<file path="config.mk">
export PLATFORM = sky130hd
export DESIGN_NAME = pbbp_port
export DESIGN_NICKNAME = d
export VERILOG_FILES = /design/src/hw/pbbp_pkg.sv /design/src/hw/pbbp_port.sv
export VERILOG_INCLUDE_DIRS = /design/src /design/src/hw
export SDC_FILE = /design/constraint.sdc
export NUM_CORES = 1
export LEC_CHECK = 0
export ABC_CLOCK_PERIOD_IN_PS = 2430
export BUFFER_PORTS_ARGS = -buffer_cell sky130_fd_sc_hd__buf_2
export CORE_MARGIN = 2
export CORE_UTILIZATION = 35
export DETAILED_ROUTE_END_ITERATION = 16
export SLEW_MARGIN = 10
export SYNTH_ARGS = -nofsm -noshare
export SYNTH_HDL_FRONTEND = slang
export SYNTH_SLANG_ARGS = --single-unit
</file>
<file path="constraint.sdc">
create_clock -name mclk -period 2.43 [get_ports mclk]
set_clock_uncertainty 0.1 [all_clocks]
set_input_delay 0.1215 -clock mclk [delete_from_list [all_inputs] [get_ports mclk]]
set_output_delay 0.1215 -clock mclk [all_outputs]
set_load 0.02 [all_outputs]
</file>
<file path="src/hw/pbbp_defs.svh">
// Constants for the parallel bit-bang port
`ifndef PBBP_DEFS_SVH
`define PBBP_DEFS_SVH
`define PBBP_MODE_RESET  8'h00
`define PBBP_MODE_ASYNC  8'h01
`define PBBP_MODE_SYNC   8'h04
`define PBBP_WIDTH       8
`define PBBP_BAUD_DIV    16'h0010
`define PBBP_BAUD_ONE    16'h0001
`define PBBP_SETUP_CYC   1
`endif

</file>
<file path="src/hw/pbbp_pkg.sv">
// Types for the parallel bit-bang port
package pbbp_pkg;
  typedef enum logic [1:0] {
    PBBP_ST_IDLE,
    PBBP_ST_SAMPLE,
    PBBP_ST_DRIVE,
    PBBP_ST_SETUP
  } pbbp_sync_st_t;
endpackage

</file>
<file path="src/hw/pbbp_port.sv">
// Bit-bang parallel I/O engine for one bridge channel
//
// Summary of operation
// [RL1] Channel runs synchronous or asynchronous bit-bang
// [RL2] Async mode clocks host bytes onto outputs
// [RL3] Each pin direction set individually
// [RL4] Baud generator paces async output bytes
// [RL5] Async outputs change on byte plus tick
// [RL6] Sync outputs update only per host byte
// [RL7] Sync sample returned only per written byte
// [RL8] Sync waits for transmit FIFO room
// [RL9] Pins sampled before applying, one byte lag
// [RL10] Host selects async with mode code one
// [RL11] Host selects sync with mode code four
// [RL12] No strobes driven in bit-bang modes
// [RL13] Capture pins first, then change outputs
// [RL14] One setup cycle after applying new data
// [RL15] Mode code zero returns channel to reset
// [RL16] Inputs undriven; bit n maps pin n
`timescale 1ns/1ns
`include "pbbp_defs.svh"
module pbbp_port #(
  parameter int          WIDTH    = `PBBP_WIDTH,
  parameter logic [15:0] BAUD_DIV = `PBBP_BAUD_DIV
) (
  input  wire logic             mclk,
  input  wire logic             reset,
  input  wire logic [7:0]       mode_code,
  input  wire logic [WIDTH-1:0] pin_dir,
  input  wire logic [WIDTH-1:0] rx_data,
  input  wire logic             rx_valid,
  output logic                  rx_ready,
  output logic      [WIDTH-1:0] tx_data,
  output logic                  tx_valid,
  input  wire logic             tx_ready,
  input  wire logic [WIDTH-1:0] pin_in,
  output logic      [WIDTH-1:0] pin_out,
  output logic      [WIDTH-1:0] pin_oe,
  output logic                  write_phase_strobe_n,
  output logic                  read_phase_strobe_n
);

  //////////////////////////////////////////////////////////////////////
  // Mode decode and pin synchroniser

  logic             is_async;           // Asynchronous bit-bang selected
  logic             is_sync;            // Synchronous bit-bang selected
  logic [WIDTH-1:0] pin_meta_ff;        // First synchroniser stage
  logic [WIDTH-1:0] pin_sync_ff;        // Second synchroniser stage
  logic [15:0]      baud_cnt_ff;        // Baud divider count
  logic             baud_tick;          // One-cycle baud enable
  logic             async_take;         // Async byte taken this cycle
  logic             sync_take;          // Sync byte taken this cycle
  pbbp_pkg::pbbp_sync_st_t st_ff;       // Sync sequencer state
  pbbp_pkg::pbbp_sync_st_t nxt_st;      // Next sequencer state
  logic [WIDTH-1:0] hold_ff;            // Byte waiting to be driven

  // Codes one and four pick the variant; others leave it idle
  assign is_async = (mode_code == `PBBP_MODE_ASYNC); // see [RL1] [RL10]
  assign is_sync  = (mode_code == `PBBP_MODE_SYNC);  // see [RL1] [RL11]

  // Two-stage synchroniser on the external pins
  always_ff @(posedge mclk) begin
    if (reset) begin
      pin_meta_ff <= '0;
      pin_sync_ff <= '0;
    end else begin
      pin_meta_ff <= pin_in;
      pin_sync_ff <= pin_meta_ff;
    end
  end

  //////////////////////////////////////////////////////////////////////
  // Baud rate generator

  // Free-running divider, cleared outside async mode
  always_ff @(posedge mclk) begin
    if (reset || !is_async) begin
      baud_cnt_ff <= 16'h0000;
    end else if (baud_tick) begin
      baud_cnt_ff <= 16'h0000;
    end else begin
      baud_cnt_ff <= baud_cnt_ff + `PBBP_BAUD_ONE;
    end
  end
  assign baud_tick = is_async &&
                     (baud_cnt_ff == BAUD_DIV - `PBBP_BAUD_ONE); // see [RL4]

  //////////////////////////////////////////////////////////////////////
  // Receive handshake

  // Async takes a byte only on a tick; sync only when idle
  assign async_take = baud_tick && rx_valid;                 // see [RL5]
  assign sync_take  = is_sync && (st_ff == pbbp_pkg::PBBP_ST_IDLE) &&
                      rx_valid && !tx_valid;                 // see [RL8]
  assign rx_ready   = (baud_tick ||
                      (is_sync && (st_ff == pbbp_pkg::PBBP_ST_IDLE) &&
                       !tx_valid));

  //////////////////////////////////////////////////////////////////////
  // Synchronous sequencer

  // Idle, sample pins, drive byte, one setup cycle
  always_comb begin
    nxt_st = st_ff;
    case (st_ff)
      pbbp_pkg::PBBP_ST_IDLE: begin
        if (sync_take) begin
          nxt_st = pbbp_pkg::PBBP_ST_SAMPLE;
        end
      end
      pbbp_pkg::PBBP_ST_SAMPLE: begin
        nxt_st = pbbp_pkg::PBBP_ST_DRIVE;                 // see [RL13]
      end
      pbbp_pkg::PBBP_ST_DRIVE: begin
        nxt_st = pbbp_pkg::PBBP_ST_SETUP;                 // see [RL14]
      end
      pbbp_pkg::PBBP_ST_SETUP: begin
        nxt_st = pbbp_pkg::PBBP_ST_IDLE;
      end
      default: begin
        nxt_st = pbbp_pkg::PBBP_ST_IDLE;
      end
    endcase
  end

  // State register; mode change away from sync returns it to idle
  always_ff @(posedge mclk) begin
    if (reset || !is_sync) begin                          // see [RL15]
      st_ff <= pbbp_pkg::PBBP_ST_IDLE;
    end else begin
      st_ff <= nxt_st;
    end
  end

  // Latch the byte taken from the receive stream
  always_ff @(posedge mclk) begin
    if (reset) begin
      hold_ff <= '0;
    end else if (sync_take) begin
      hold_ff <= rx_data;                                 // see [RL6]
    end
  end

  //////////////////////////////////////////////////////////////////////
  // Return sample toward host

  // Sample taken before the new byte drives, one byte behind
  always_ff @(posedge mclk) begin
    if (reset || !is_sync) begin
      tx_valid <= 1'b0;
      tx_data  <= '0;
    end else if (st_ff == pbbp_pkg::PBBP_ST_SAMPLE) begin
      tx_valid <= 1'b1;                                   // see [RL7]
      tx_data  <= pin_sync_ff;                            // see [RL9] [RL16]
    end else if (tx_valid && tx_ready) begin
      tx_valid <= 1'b0;
    end
  end

  //////////////////////////////////////////////////////////////////////
  // Output pins

  // Output latch: holds last byte until a new one is applied
  always_ff @(posedge mclk) begin
    if (reset || !(is_async || is_sync)) begin            // see [RL15]
      pin_out <= '0;
    end else if (async_take) begin
      pin_out <= rx_data;                                 // see [RL2] [RL5]
    end else if (st_ff == pbbp_pkg::PBBP_ST_DRIVE) begin
      pin_out <= hold_ff;                                 // see [RL6] [RL13]
    end
  end

  // Per-pin enables; inputs stay undriven and reset idles all
  always_ff @(posedge mclk) begin
    if (reset || !(is_async || is_sync)) begin
      pin_oe <= '0;
    end else begin
      pin_oe <= pin_dir;                                  // see [RL3] [RL16]
    end
  end

  // Strobes held inactive in bit-bang operation
  assign write_phase_strobe_n = 1'b1;                     // see [RL12]
  assign read_phase_strobe_n  = 1'b1;                     // see [RL12]

  //////////////////////////////////////////////////////////////////////
  // Assertions

  property p_sync_seq;
    @(posedge mclk) disable iff (reset || !is_sync)
      sync_take |=> (st_ff == pbbp_pkg::PBBP_ST_SAMPLE) ##1
      (st_ff == pbbp_pkg::PBBP_ST_DRIVE) ##1
      (st_ff == pbbp_pkg::PBBP_ST_SETUP);
  endproperty
  a_sync_seq: assert property (p_sync_seq) // see [RL13] [RL14]
    else $error("sync sequence out of order");

  property p_sample_first;
    @(posedge mclk) disable iff (reset || !is_sync)
      (st_ff == pbbp_pkg::PBBP_ST_SAMPLE) |=>
      tx_valid && (tx_data == $past(pin_sync_ff));
  endproperty
  a_sample_first: assert property (p_sample_first) // see [RL9]
    else $error("sample not captured before drive");

  property p_sync_drive;
    @(posedge mclk) disable iff (reset || !is_sync)
      sync_take |-> ##3 (pin_out == $past(rx_data, 3));
  endproperty
  a_sync_drive: assert property (p_sync_drive) // see [RL6]
    else $error("sync byte not driven");

  property p_tx_room;
    @(posedge mclk) disable iff (reset)
      tx_valid |-> !sync_take;
  endproperty
  a_tx_room: assert property (p_tx_room) // see [RL8]
    else $error("byte taken without transmit room");

  property p_tx_cause;
    @(posedge mclk) disable iff (reset || !is_sync)
      $rose(tx_valid) |-> $past(st_ff) == pbbp_pkg::PBBP_ST_SAMPLE;
  endproperty
  a_tx_cause: assert property (p_tx_cause) // see [RL7]
    else $error("sample sent without written byte");

  property p_async_hold;
    @(posedge mclk) disable iff (reset || !is_async)
      !$past(async_take) && $past(is_async) |-> $stable(pin_out);
  endproperty
  a_async_hold: assert property (p_async_hold) // see [RL5]
    else $error("async output changed without tick");

  property p_async_take;
    @(posedge mclk) disable iff (reset)
      async_take |=> (pin_out == $past(rx_data));
  endproperty
  a_async_take: assert property (p_async_take) // see [RL2] [RL4]
    else $error("async byte not applied");

  property p_strobes;
    @(posedge mclk) disable iff (reset)
      write_phase_strobe_n && read_phase_strobe_n;
  endproperty
  a_strobes: assert property (p_strobes) // see [RL12]
    else $error("strobe driven in bit-bang mode");

  property p_oe_dir;
    @(posedge mclk) disable iff (reset)
      $past(is_async || is_sync) && !$past(reset) |->
      pin_oe == $past(pin_dir);
  endproperty
  a_oe_dir: assert property (p_oe_dir) // see [RL3] [RL16]
    else $error("pin enable differs from direction");

  c_sync_cycle: cover property (@(posedge mclk)
    sync_take ##3 (st_ff == pbbp_pkg::PBBP_ST_SETUP));
  c_async_byte: cover property (@(posedge mclk) async_take);
  c_tx_stall:   cover property (@(posedge mclk)
    is_sync && tx_valid && !tx_ready && rx_valid);

endmodule // pbbp_port

</file>
# ---- After elaboration in Yosys (flattened, before gate mapping)
# Index checks and enable logic that the tools add are counted.
dict set report totals {
  register_bits 67
  elab_cells 43
  out_inout_bits 28
}
dict set report classes {
  n_addsub 1
  n_eq_ne 7
  reduce_logical 20
  mux 6
}
# operator count
set op_table {}
lappend op_table {{$add 16x1->16 const B} 1}
lappend op_table {{$eq 16x4->1 const B} 1}
lappend op_table {{$mux 8} 2}
lappend op_table {{$eq 8x1->1 const B} 1}
lappend op_table {{$eq 8x3->1 const B} 1}
lappend op_table {{$pmux 2 s4} 1}
lappend op_table {{$logic_and 1x1->1} 7}
lappend op_table {{$logic_or 1x1->1} 5}
lappend op_table {{$eq 2x2->1 const B} 2}
lappend op_table {{$logic_not 1->1} 4}
lappend op_table {{$reduce_bool 2->1} 2}
lappend op_table {{$eq 2x1->1 const B} 1}
lappend op_table {{$logic_not 2->1} 1}
lappend op_table {{$mux 1} 2}
lappend op_table {{$mux 2} 1}
lappend op_table {{$ne 2x2->1 const B} 1}
lappend op_table {{$reduce_or 2->1} 1}

# ---- Logic depth before layout (Yosys ltp)
dict set report logic_depth {
  depth_word 6
  mapped_depth 8
}

# ---- Worst setup path after synthesis
# No wires, ideal clock.
dict set report synth_timing {
  path_kind {register -> register}
  startpoint {register baud_cnt_ff[0]}
  endpoint {register baud_cnt_ff[14]}
  setup_ns 0.064
  path_stages_with_launch 9
  arrival_time_ns 1.756
  path_slack_ns 0.510
  required_ns 2.266
  synth_period_minus_slack_ns 1.920
  path_cell_list {dfxtp_1 -> ha_1 -> and3_1 -> buf_2 -> nand4_2 -> or4b_1 -> buf_6 -> buf_8 -> nor2_1}
}
dict set report synth_via {
  elab_chain_len 3
}
# item line
set synth_lines {}
lappend synth_lines {{start, declared} pbbp_port.sv:50} ;# logic [15:0] baud_cnt_ff;
lappend synth_lines {{start signal, assigned} pbbp_port.sv:83} ;# baud_cnt_ff <= baud_cnt_ff + `PBBP_BAUD_ONE;
lappend synth_lines {{branches (longest 3 deep; another with $add 16x1->16)} -}
# Several ways; the timed one is not identified.
# A chain may end at the register's enable or synchronous reset.

# ---- Final worst setup path
dict set report layout_timing {
  startpoint {register baud_cnt_ff[0]}
  endpoint {output port rx_ready}
}
dict set report layout_via {
  elab_chain_len 3
}
# item line
set layout_lines {}
lappend layout_lines {{$eq 16x4->1 (no source line)} -}
lappend layout_lines {{$logic_and 1x1->1} pbbp_port.sv:86} ;# assign baud_tick = is_async &&
lappend layout_lines {{$logic_or 1x1->1} pbbp_port.sv:96} ;# assign rx_ready = (baud_tick ||
lappend layout_lines {{end, declared} pbbp_port.sv:32} ;# output logic rx_ready,
# No other way between the ends.

==> metrics.txt <==
number of vias per cell 4.634; vias in the first global route 1970; drt first-iter violations 77; Worst setup SP type flop; WL met2 2746 um; DRT Pass-1 Iters 4; maximum clock path buffer count 2; Yosys warnings 0; Detailed Route WL 5598 um; final period utilization 87.23%; vias post-DR 2053; total CTS buffers 9; commonest non-fill, non-tap cells in the layout dfxtp_1, buf_2, nor2_1; met3 WL 236 um; RSZ-0062 raised after global routing false; M1 wire length 2554 um; full die area 8217 sq um; Gate Count Post-Synth 254; Area Growth Syn to Fin 33.10%; worst path buffer plus inverter count 1; largest family of logic cells by synthesized area simple AND/OR/NAND/NOR gates; initial antenna violation count 0; ANT cells 0; synthesized area per cell 10.34 sq um; Synth Register Bits 67; Critical Path Max Stage Delay 0.37 ns; Synth Area in Adders 2.381%; wire per inst 12.64 um; critical path's top delay family simple AND/OR/NAND/NOR gates; Pwr Total 0.002310 W; DPL Wire Length 3682 um; I/O Buffers 61; xor-xnor portion of the synthesized cell area 4.667%; Critical Path AT 1.90 ns; main flop type after synthesis dfxtp_1; setup tns final 0 ns; mux cell area share after synthesis 9.143%; CTS sink cnt 67; clock tree from TritonCTS done; synthesized cell area 2628 sq um; crit path capture type primary output; power per cell area 660.5 nW/um^2; worst relative slew slack 62.59%; Die W 90.65 um; RePlAce Congestion 0.8144; H-tree levels 3; CP required 2.21 ns; crit-path max FO 7; Critical Path, Cell by Cell ha_1 > and3_1 > nand4_2 > nor2_1 > o21ba_2 > buf_2; Routed Antenna Nets 0; clock-pin slew on the worst setup and hold paths 0.07 ns; Total Routing Usage GR 14.14%; Max Freq 471.8 MHz; Worst Hold Class input port to flop; Net count, final 380; critical setup path kind flop to primary output; asr flop ratio synth 0%; layout cell share with drive strength beyond 1 26.74%; Max Used Layer met4; overflow left after global routing 0; CTS root buf clkbuf_8; first-pass GRT wire length 9163 um; peak supply drop 0.2980 mV; Least-Margin Pin Slew 0.5611 ns; setup ws final 0.3103 ns; core area 7253 sq um; Fin. Hold Viols 0; Final Max Slew Viols 0; Final min period 2.120 ns; commonest non-fill, non-tap cell in the layout dfxtp_1; Post-Synth Simple-Gate Area 23.33%; Post-synth EDFFs 0; final setup vio count 0; Fillers 703; run status finished, final reports clean; largest net degree at the start of global routing 29; Ports 64; synth unique cells 39; clk_lat worst skew 0.33 ns; post-synthesis compound-gate area fraction 4.857%; DRC violation count after routing 0; worst slack at placement 0.09670 ns; Leakage 1.406 nW; Initial Util 36.23%; Rows 31; max cap viols 0; CP max-delay cell dfxtp_1; die height 90.65 um; register area share after synthesis 51.05%
-- state kept, by name (all words and copies together) (netlist names) --
register,flops
tx_valid,1
pin_oe,8
st_ff,2
tx_data,8
baud_cnt_ff,16
pin_sync_ff,8
pin_out,8
hold_ff,8
pin_meta_ff,8
-- report_power, final --
part	internal (W)	switching [W]
sequential	0.00111	0.00000254
combinational	0.0000580	0.0000386
clock	0.000679	0.000422
total	0.00185	0.000463
-- repair_timing --
item / 4_1_cts / 5_1_grt
endpoints found under the hold margin: 25 / 0
hold buffers: 25 / 0
setup buffers: 0 / 2
setup endpoints to repair: 0 / 8
gates resized for setup: 0 / 1
-- worst paths after layout --
path	slack, ns	depth (start not counted)	endpoint	start
worst max-delay path	0.31	6	rx_ready	baud_cnt_ff[0]
worst min-delay path	0.14	3	pin_out[7]	rx_valid
worst max register to register	0.34	5	baud_cnt_ff[12]	baud_cnt_ff[0]
worst min register to register	0.33	1	pin_sync_ff[5]	pin_meta_ff[5]
-- worst min-delay path, stage by stage --
cell      delay (ns)
buf_2           0.12
nor3b_1         0.18
a221oi_1        0.09
-- Yosys cell counts, types with 4 or more instances --
| master | instances | share of area, % |
|---|---|---|
| dfxtp_1 | 67 | 51 |
| nor3b_1 | 4 | 1.1 |
| nand3_1 | 6 | 1.1 |
| nand4_1 | 9 | 2.1 |
| nor4_1 | 5 | 1.2 |
| buf_1 | 4 | 0.57 |
| inv_1 | 5 | 0.71 |
| clkbuf_1 | 7 | 1.0 |
| a221oi_1 | 4 | 1.3 |
| xor2_1 | 10 | 3.3 |
| xnor2_1 | 4 | 1.3 |
| ha_1 | 5 | 2.4 |
| nor2_1 | 34 | 4.9 |
| and2_1 | 9 | 2.1 |
| a211oi_1 | 6 | 1.7 |
| nor2b_1 | 16 | 3.8 |
| mux2i_1 | 24 | 9.1 |
-- layer usage --
metal  track usage [%]  up-vias
li1                  -     1035
met4             7.308        0
met3             3.923        6
met5                 0        -
met2             23.13       46
met1             16.91      966
-- cell type report --
class                   instances  area (sq um)  area share (%)
well taps                      99         123.9           3.542
flip-flops and latches         67          1341           38.35
clock inverters                 7         116.4           3.327
inverters                       5         18.77          0.5367
multi-input cells             165          1180           33.74
repair buffers                 91         593.1           16.96
clock buffers                   9         123.9           3.542
-- kinds of logic (layout without fill, tap and decap cells) --
family / after synthesis / after routing
xor gates and xnor gates: 14 / 14
buffers and inverters: 23 / 112
other: 1 / 2
DFF: 67 / 67
adders and majority gates: 5 / 5
and+or+nand+nor: 104 / 104
AOI/OAI and AO/OA: 16 / 16
muxes: 24 / 24
-- metrics by stage --
step	hold WS (ns)	util, %	cells	cell area, sq um
2_1_floorplan	0.1432	-	255	2631
3_3_place_gp	0.2215	41.16	400	2985
3_5_place_dp	0.2262	41.16	400	2985
4_1_cts	0.1117	47.92	441	3476
5_1_grt	0.1370	48.21	443	3497
6_report	0.1395	48.21	443	3497
No activity file was read; power rests on OpenSTA's default activity.
